`config.mk`:
```
export PLATFORM = sky130hd
export DESIGN_NAME = sar_conversion_sequencer
export DESIGN_NICKNAME = d
export VERILOG_FILES = /design/src/hdl/sar_pkg.sv /design/src/hdl/sar_conversion_sequencer.sv /design/src/hdl/result_fifo.sv
export SDC_FILE = /design/constraint.sdc
export NUM_CORES = 1
export LEC_CHECK = 0
export BUFFER_PORTS_ARGS = -buffer_cell sky130_fd_sc_hd__buf_2
export CORE_ASPECT_RATIO = 0.7
export CORE_UTILIZATION = 55
export CTS_CLUSTER_SIZE = 20
export DETAILED_ROUTE_END_ITERATION = 6
export PLACE_DENSITY = 0.8
export SETUP_SLACK_MARGIN = 0.05
export SYNTH_ARGS = -nofsm -noshare
export SYNTH_HDL_FRONTEND = slang
export SYNTH_SLANG_ARGS = --single-unit
```
`constraint.sdc`:
```
create_clock -name clk -period 3.25 [get_ports clk]
set_input_delay 0.325 -clock clk [delete_from_list [all_inputs] [get_ports clk]]
set_output_delay 0.325 -clock clk [all_outputs]
set_load 0.03 [all_outputs]
```
`src/hdl/sar_pkg.sv`:
```
// constants and types of the successive-approximation conversion sequencer
package sar_pkg;

  // ****************************************************************
  // timing
  // ****************************************************************
  localparam int CLK_NS = 40;
  localparam int RES_BITS = 12;
  localparam int CONV12_NS = 8000;
  localparam int CONV10_NS = 6000;
  localparam int CONV8_NS = 4000;
  localparam int INT_CLK_KHZ = 1500;
  localparam int CLKOUT_NS = 100;
  localparam int START_MIN_NS = 100;
  // period chosen so that N+1 periods plus short-cycle settling fit the limit
  localparam logic [4:0] PER12 = 5'(CONV12_NS / ((12 + 2) * CLK_NS));
  localparam logic [4:0] PER10 = 5'(CONV10_NS / ((10 + 2) * CLK_NS));
  localparam logic [4:0] PER8 = 5'(CONV8_NS / ((8 + 2) * CLK_NS));
  localparam logic [4:0] CLKOUT_CYC = 5'((CLKOUT_NS + CLK_NS - 1) / CLK_NS);
  localparam logic [8:0] CONV12_CYC = 9'(CONV12_NS / CLK_NS);
  localparam logic [8:0] CONV10_CYC = 9'(CONV10_NS / CLK_NS);
  localparam logic [8:0] CONV8_CYC = 9'(CONV8_NS / CLK_NS);
  localparam logic [8:0] START_MIN_CYC = 9'((START_MIN_NS + CLK_NS - 1) / CLK_NS);
  localparam logic [2:0] SC_SETTLE = 3'h4;

  // ****************************************************************
  // codes and reset values
  // ****************************************************************
  localparam logic [1:0] RATE_12 = 2'h0;
  localparam logic [1:0] RATE_10 = 2'h1;
  localparam logic [1:0] RATE_8 = 2'h2;
  localparam logic [11:0] SAR_RST = 12'h000;
  localparam logic [11:0] PAR_RST = 12'hFFF;
  localparam logic [3:0] MSB_IDX = 4'hB;
  localparam int FIFO_DEPTH = 8;

  // ****************************************************************
  // types
  // ****************************************************************
  typedef struct packed {
    logic [3:0] nbits;
    logic [11:0] code;
  } result_s;

  localparam int RESULT_W = $bits(result_s);

  typedef struct packed {
    logic start;
    logic comp;
    logic short_n;
    logic ext_mode;
    logic two_comp;
    logic [1:0] rate;
  } pins_s;

  typedef enum {st_idle, st_hold, st_conv, st_push} seq_state_e;

endpackage

```
`src/hdl/sar_conversion_sequencer.sv`:
```
// successive-approximation conversion sequencer with result buffer
module sar_conversion_sequencer (
  input wire logic clk,
  input wire logic nrst,
  input wire logic start_conv,
  input wire logic comp_keep,
  input wire logic short_cycle_n,
  input wire logic ext_clk_mode,
  input wire logic twos_comp_sel,
  input wire logic [1:0] rate_sel,
  output logic [11:0] par_out,
  output logic serial_out,
  output logic status_out,
  output logic clk_out,
  output logic result_valid,
  input wire logic result_ready,
  output sar_pkg::result_s result_data
);
  import sar_pkg::*;

  // ****************************************************************
  // pin synchronisers
  // ****************************************************************
  pins_s pin_raw;
  pins_s meta_ff;
  pins_s sync_ff;
  logic start_prev_ff;
  logic start_fall;

  assign pin_raw = {start_conv, comp_keep, short_cycle_n, ext_clk_mode, twos_comp_sel, rate_sel};

  always_ff @(posedge clk or negedge nrst) begin
    if (!nrst) begin
      meta_ff <= '0;
      sync_ff <= '0;
    end else begin
      meta_ff <= pin_raw;
      sync_ff <= meta_ff;
    end
  end

  always_ff @(posedge clk or negedge nrst) begin
    if (!nrst) begin
      start_prev_ff <= 1'b0;
    end else begin
      start_prev_ff <= sync_ff.start;
    end
  end

  assign start_fall = start_prev_ff && !sync_ff.start;

  // ****************************************************************
  // internal conversion clock
  // ****************************************************************
  logic [4:0] per_sel;
  logic [4:0] div_ff;
  logic tick;
  logic clk_out_ff;

  always_comb begin
    case (sync_ff.rate)
      RATE_10: per_sel = PER10;
      RATE_8: per_sel = PER8;
      default: per_sel = PER12;
    endcase
  end

  assign tick = (div_ff >= per_sel - 5'h01);

  always_ff @(posedge clk or negedge nrst) begin
    if (!nrst) begin
      div_ff <= 5'h00;
    end else if (start_fall || tick) begin
      div_ff <= 5'h00;
    end else begin
      div_ff <= div_ff + 5'h01;
    end
  end

  always_ff @(posedge clk or negedge nrst) begin
    if (!nrst) begin
      clk_out_ff <= 1'b0;
    end else begin
      clk_out_ff <= (div_ff < CLKOUT_CYC);
    end
  end

  // ****************************************************************
  // sequencer
  // ****************************************************************
  seq_state_e state_ff;
  logic [11:0] sar_ff;
  logic [3:0] idx_ff;
  logic [3:0] nbits_ff;
  logic first_ff;
  logic [2:0] settle_ff;
  logic step;
  logic dec_step;
  logic abandon;
  logic short_stop;
  logic fifo_ready;
  logic [11:0] code_fmt;

  // external mode: every falling request edge during conversion is one step
  assign step = (state_ff == st_conv) && (sync_ff.ext_mode ? start_fall : tick);
  assign dec_step = step && !first_ff && !short_stop;
  assign abandon = !sync_ff.ext_mode && sync_ff.start;
  assign short_stop = (state_ff == st_conv) && !first_ff && !abandon
                      && (settle_ff == SC_SETTLE) && !sync_ff.short_n;

  always_ff @(posedge clk or negedge nrst) begin
    if (!nrst) begin
      settle_ff <= 3'h0;
    end else if (step || start_fall) begin
      settle_ff <= 3'h0;
    end else if (settle_ff != SC_SETTLE) begin
      settle_ff <= settle_ff + 3'h1;
    end
  end

  always_ff @(posedge clk or negedge nrst) begin
    if (!nrst) begin
      state_ff <= st_idle;
      sar_ff <= SAR_RST;
      idx_ff <= MSB_IDX;
      nbits_ff <= 4'h0;
      first_ff <= 1'b1;
    end else begin
      case (state_ff)
        st_idle, st_hold: begin
          if (abandon) begin
            state_ff <= st_hold;
          end else if (start_fall) begin
            state_ff <= st_conv;
            sar_ff <= SAR_RST;
            idx_ff <= MSB_IDX;
            nbits_ff <= 4'h0;
            // external mode: starting edge already sets first trial
            first_ff <= !sync_ff.ext_mode;
            if (sync_ff.ext_mode) begin
              sar_ff[MSB_IDX] <= 1'b1;
            end
          end
        end
        st_conv: begin
          if (abandon) begin
            state_ff <= st_hold;
          end else if (short_stop) begin
            sar_ff[idx_ff] <= 1'b0;
            state_ff <= st_push;
          end else if (step && first_ff) begin
            sar_ff[MSB_IDX] <= 1'b1;
            first_ff <= 1'b0;
          end else if (dec_step) begin
            sar_ff[idx_ff] <= sync_ff.comp;
            nbits_ff <= nbits_ff + 4'h1;
            if (idx_ff == 4'h0) begin
              state_ff <= st_push;
            end else begin
              idx_ff <= idx_ff - 4'h1;
              sar_ff[idx_ff - 4'h1] <= 1'b1;
            end
          end
        end
        st_push: begin
          if (abandon) begin
            state_ff <= st_hold;
          end else if (fifo_ready) begin
            state_ff <= st_idle;
          end
        end
        default: state_ff <= st_idle;
      endcase
    end
  end

  // ****************************************************************
  // outputs
  // ****************************************************************
  logic [11:0] par_ff;
  logic serial_ff;
  logic status_ff;

  assign code_fmt = {sync_ff.two_comp ? sar_ff[11] : ~sar_ff[11], ~sar_ff[10:0]};

  always_ff @(posedge clk or negedge nrst) begin
    if (!nrst) begin
      par_ff <= PAR_RST;
    end else if (state_ff == st_conv || state_ff == st_push) begin
      par_ff <= code_fmt;
    end
  end

  always_ff @(posedge clk or negedge nrst) begin
    if (!nrst) begin
      serial_ff <= 1'b1;
    end else if (dec_step) begin
      serial_ff <= !sync_ff.comp;
    end
  end

  always_ff @(posedge clk or negedge nrst) begin
    if (!nrst) begin
      status_ff <= 1'b1;
    end else begin
      status_ff <= (state_ff != st_idle) || abandon;
    end
  end

  assign par_out = par_ff;
  assign serial_out = serial_ff;
  assign status_out = status_ff;
  assign clk_out = clk_out_ff;

  // ****************************************************************
  // result buffer
  // ****************************************************************
  result_s push_data;

  assign push_data = '{nbits: nbits_ff, code: code_fmt};

  result_fifo #(
    .WIDTH(RESULT_W),
    .DEPTH(FIFO_DEPTH)
  ) u_fifo (
    .clk(clk),
    .nrst(nrst),
    .in_valid(state_ff == st_push && !abandon),
    .in_ready(fifo_ready),
    .in_data(push_data),
    .out_valid(result_valid),
    .out_ready(result_ready),
    .out_data(result_data)
  );

  // ****************************************************************
  // checks
  // ****************************************************************
  logic [8:0] conv_cnt_ff;

  always_ff @(posedge clk or negedge nrst) begin
    if (!nrst) begin
      conv_cnt_ff <= 9'h000;
    end else if (state_ff != st_conv) begin
      conv_cnt_ff <= 9'h000;
    end else if (conv_cnt_ff != 9'h1FF) begin
      conv_cnt_ff <= conv_cnt_ff + 9'h001;
    end
  end
endmodule

```
`src/hdl/result_fifo.sv`:
```
// result buffer with valid/ready on both sides
module result_fifo #(
  parameter int WIDTH = 16,
  parameter int DEPTH = 8
) (
  input wire logic clk,
  input wire logic nrst,
  input wire logic in_valid,
  output logic in_ready,
  input wire logic [WIDTH-1:0] in_data,
  output logic out_valid,
  input wire logic out_ready,
  output logic [WIDTH-1:0] out_data
);

  localparam int AW = $clog2(DEPTH);

  logic [WIDTH-1:0] mem [DEPTH];
  logic [AW-1:0] wr_ptr_ff;
  logic [AW-1:0] rd_ptr_ff;
  logic [AW:0] count_ff;
  logic push;
  logic pop;

  assign in_ready = (count_ff != (AW + 1)'(DEPTH));
  assign out_valid = (count_ff != '0);
  assign push = in_valid && in_ready;
  assign pop = out_valid && out_ready;
  assign out_data = mem[rd_ptr_ff];

  always_ff @(posedge clk) begin
    if (push) begin
      mem[wr_ptr_ff] <= in_data;
    end
  end

  always_ff @(posedge clk or negedge nrst) begin
    if (!nrst) begin
      wr_ptr_ff <= '0;
      rd_ptr_ff <= '0;
      count_ff <= '0;
    end else begin
      if (push) begin
        wr_ptr_ff <= (wr_ptr_ff == AW'(DEPTH - 1)) ? '0 : wr_ptr_ff + 1'b1;
      end
      if (pop) begin
        rd_ptr_ff <= (rd_ptr_ff == AW'(DEPTH - 1)) ? '0 : rd_ptr_ff + 1'b1;
      end
      if (push && !pop) begin
        count_ff <= count_ff + 1'b1;
      end else if (pop && !push) begin
        count_ff <= count_ff - 1'b1;
      end
    end
  end

endmodule

```
==> results.toml <==
[outcome]
status = "finished clean"

[hold_path]
min_from = "meta_ff[5]"
hp-class = "reg2reg"
min_delay_worst_endpoint = "sync_ff[5]"
min_path_cells = 0

[routing]
postRouteAntennaNets = 0
detail_route.first_pass.iterations = 5
drc = 0
wl_per_cell_um = 21.6
viasPerCell = 6.08
vias = 4836
drt_iter0_drc = 415
routed_wl_mm = 17.1

[global_routing]
first_global_vias = 4864
grtUsageMet1 = 0.341
grt_max_degree = 36
grt_usage = 0.233
met3_usage = 0.0549
busiest_layer = "met2"
overflow = 0
grt_pass1_wl_mm = 27.1
antenna_found_initial = 0
met2_usage = 0.356

[timing]
tns_ns = 0
setup_viol = 0
finalHoldViolations = 0
tightestPinTransition_ns = 0.930
fin_worst_skew_ns = 0.0102
slew-limit-headroom = 0.380
rsz0062_at_grt = "false"
slew_violations = 0
timing.fmax_mhz = 360
period_needed_ns = 2.78
period_share = 0.854

[clock_tree]
numCtsBuffers = 17
postCtsSetupBuffers = 0
clk_latency_ns = 0.43
cts_tree = "done"
htree_levels = 4
clkTransAtPathRegs_ns = 0.07
holdBufCountCts = 8
clock-sinks = 199
cts_resized = 0
cts-root-buf = "clkbuf_16"
cts_buffer_depth = 2

[yosys]
syn-num-nets = 565
synth_top_flop_cell = "edfxtp_1"
ys_warn_count = 0
synth_top_area_share = 0.450
synthCells = 533
seq_area_frac_synth = 0.660
yosysUniqueCellTypes = 67
synth_edf_count = 128
synth_area_leaders = "edfxtp_1 (45%), dfrtp_1 (16%), mux4_2 (8.4%)"
async_flop_share = 0.357
netlist_area_um2 = 8550
avgSynthCellArea_um2 = 16.0
synth_largest_area_cell = "edfxtp_1"
synth_seq_cells = 199

[die]
dieArea_um2 = 16100
initial_core_util = 0.572
core_area_um2 = 15000
rows = 37
ioPinCount = 42
die_y_um = 106
fp.dieW_um = 151

[power]
leakage_nw = 3.49
power.density_nw_per_um2 = 805
worst_ir_drop_vdd_uv = 438

[worst_setup_path]
crit_arrival_ns = 3.10
reg2regPathDepth = 13
r2r_end = "u_fifo.count_ff[3]"
r2r_setup_slack_ns = 0.47
critPathMaxStageDelay_ns = 0.44
path_max_fanout = 5
cp-start-kind = "flip-flop"
critPathKind = "reg2reg"
critPathSlowestCell = "dfrtp_1"
cp_data_required_time_ns = 3.57
timing.rr.start = "u_fifo.count_ff[0]"
end_kind = "flip-flop"
cp_cell_sequence = "nor3_1 -> nand2_1 -> and3_1 -> nand2_1 -> inv_1 -> ha_1 -> inv_1 -> ha_1 -> a21o_1 -> a21oi_1 -> xnor2_1 -> nor2_1 -> xor2_1"

[finish]
n_antenna_cell = 0
area.growth.synth_to_final_pct = 12.8
fin_util = 0.645
drive_above_1_share = 0.327
fillerInstances = 1052
nNetsFinal = 619

[placed_design]
dp_hpwl_mm = 10.9
port_buffers = 41
globalplace.congestion = 0.893

[run]
cap_violations = 0
-- logic make-up (layout without fill, tap and decap cells) --
family	Yosys count	count (layout)	share of synthesized area
AOI/OAI and AO/OA	67	67	0.0607
xor gates and xnor gates	10	10	0.0102
muxes	70	70	0.134
adders and majority gates	22	22	0.0331
DFF	199	199	0.660
and+or+nand+nor	113	113	0.0751
buffers and inverters	52	119	0.0269
-- state kept, by name, indices dropped and copies added (netlist names) --
register and count:
meta_ff 7, settle_ff 3, u_fifo.wr_ptr_ff 3, div_ff 5, sync_ff 7, nbits_ff 4
idx_ff 4, u_fifo.mem 128, u_fifo.count_ff 4, status_out 1, sar_ff 12, first_ff 1
u_fifo.rd_ptr_ff 3, serial_out 1, par_out 12, start_prev_ff 1, state_ff 2, clk_out 1
-- metrics by stage --
| step | worst slack (ns) | hold slack, ns | instance area, um^2 | instances | power [mW] |
|---|---|---|---|---|---|
| 5_1_grt | 0.238 | 0.356 | 9640 | 795 | 8.15 |
| 3_3_place_gp | 0.629 | 0.333 | 9010 | 755 | 5.74 |
| 2_1_floorplan | 0.195 | 0.0294 | 8550 | 533 | 5.16 |
| 3_5_place_dp | 0.499 | 0.335 | 9010 | 755 | 5.84 |
| 4_1_cts | 0.489 | 0.345 | 9640 | 795 | 7.82 |
| 6_report | 0.474 | 0.351 | 9640 | 795 | 7.76 |
-- final cells by class --
class / instances / area, um^2 / area share
well taps: 195 / 244 / 0.0253
clock buffers: 17 / 425 / 0.0441
multi-input cells: 282 / 2710 / 0.281
clock inverters: 15 / 128 / 0.0132
inverters: 25 / 93.8 / 0.00973
flip-flops and latches: 199 / 5640 / 0.585
repair buffers: 62 / 395 / 0.0410
-- layout by cell type (no fill, tap or decap), drive strengths merged, types with 7 or more instances in the layout --
cell type	n
a21oi	11
a32o	10
buf	54
clkbuf	17
dfrtp	53
dfstp	18
dlygate4sd3	8
edfxtp	128
ha	21
inv	35
mux2	34
mux4	32
nand2	35
nand2b	8
nand3	8
nand4	9
nor2	21
nor3	8
o21ai	9
xnor2	7
-- cells in the mapped netlist, types with 5 or more instances --
| master | n |
|---|---|
| xnor2_1 | 7 |
| nand3_1 | 8 |
| ha_1 | 21 |
| a21oi_1 | 11 |
| mux4_2 | 32 |
| edfxtp_1 | 128 |
| nand4_1 | 9 |
| nor2_1 | 19 |
| o21ai_0 | 8 |
| nor3_1 | 8 |
| dfstp_2 | 18 |
| clkbuf_1 | 17 |
| a32o_1 | 10 |
| nand2_1 | 35 |
| o221ai_1 | 5 |
| mux2_2 | 34 |
| inv_1 | 25 |
| nand2b_1 | 6 |
| dfrtp_1 | 53 |
-- report_power, final --
group	total, mW	switching [mW]	internal (mW)	leakage, nW
Clock	1.98	0.977	1.01	0.262
Combinational	2.43	1.37	1.06	1.22
Sequential	3.35	0.323	3.03	2.01
-- routing by layer --
metal  share of wire  wire (um)
met1            0.45       7790
met5               0          0
met3           0.065       1120
met4          0.0073        126
met2            0.47       8120
-- critical path, delay by kind of cell, from the launching register on --
kind / cells / cell delay [ns]
XOR/XNOR: 2 / 0.27
buffers and inverters: 2 / 0.27
flip-flops: 1 / 0.44
adder cells (fa/ha/maj): 2 / 0.48
AO/OA/AOI/OAI: 2 / 0.32
AND/OR/NAND/NOR: 5 / 0.87
-- worst max-delay path by stage --
| stage | start | endpoint | cells after the start |
|---|---|---|---|
| after global routing | u_fifo.count_ff[0] | u_fifo.count_ff[3] | 13 |
| after detailed placement | u_fifo.count_ff[0] | u_fifo.count_ff[3] | 13 |
| after global placement | u_fifo.count_ff[1] | u_fifo.count_ff[3] | 13 |
| after floorplan | u_fifo.count_ff[0] | u_fifo.mem[4][0] | 5 |
| final | u_fifo.count_ff[0] | u_fifo.count_ff[3] | 13 |
| after CTS | u_fifo.count_ff[0] | u_fifo.count_ff[3] | 13 |
Power figures use the tool's default switching activity.
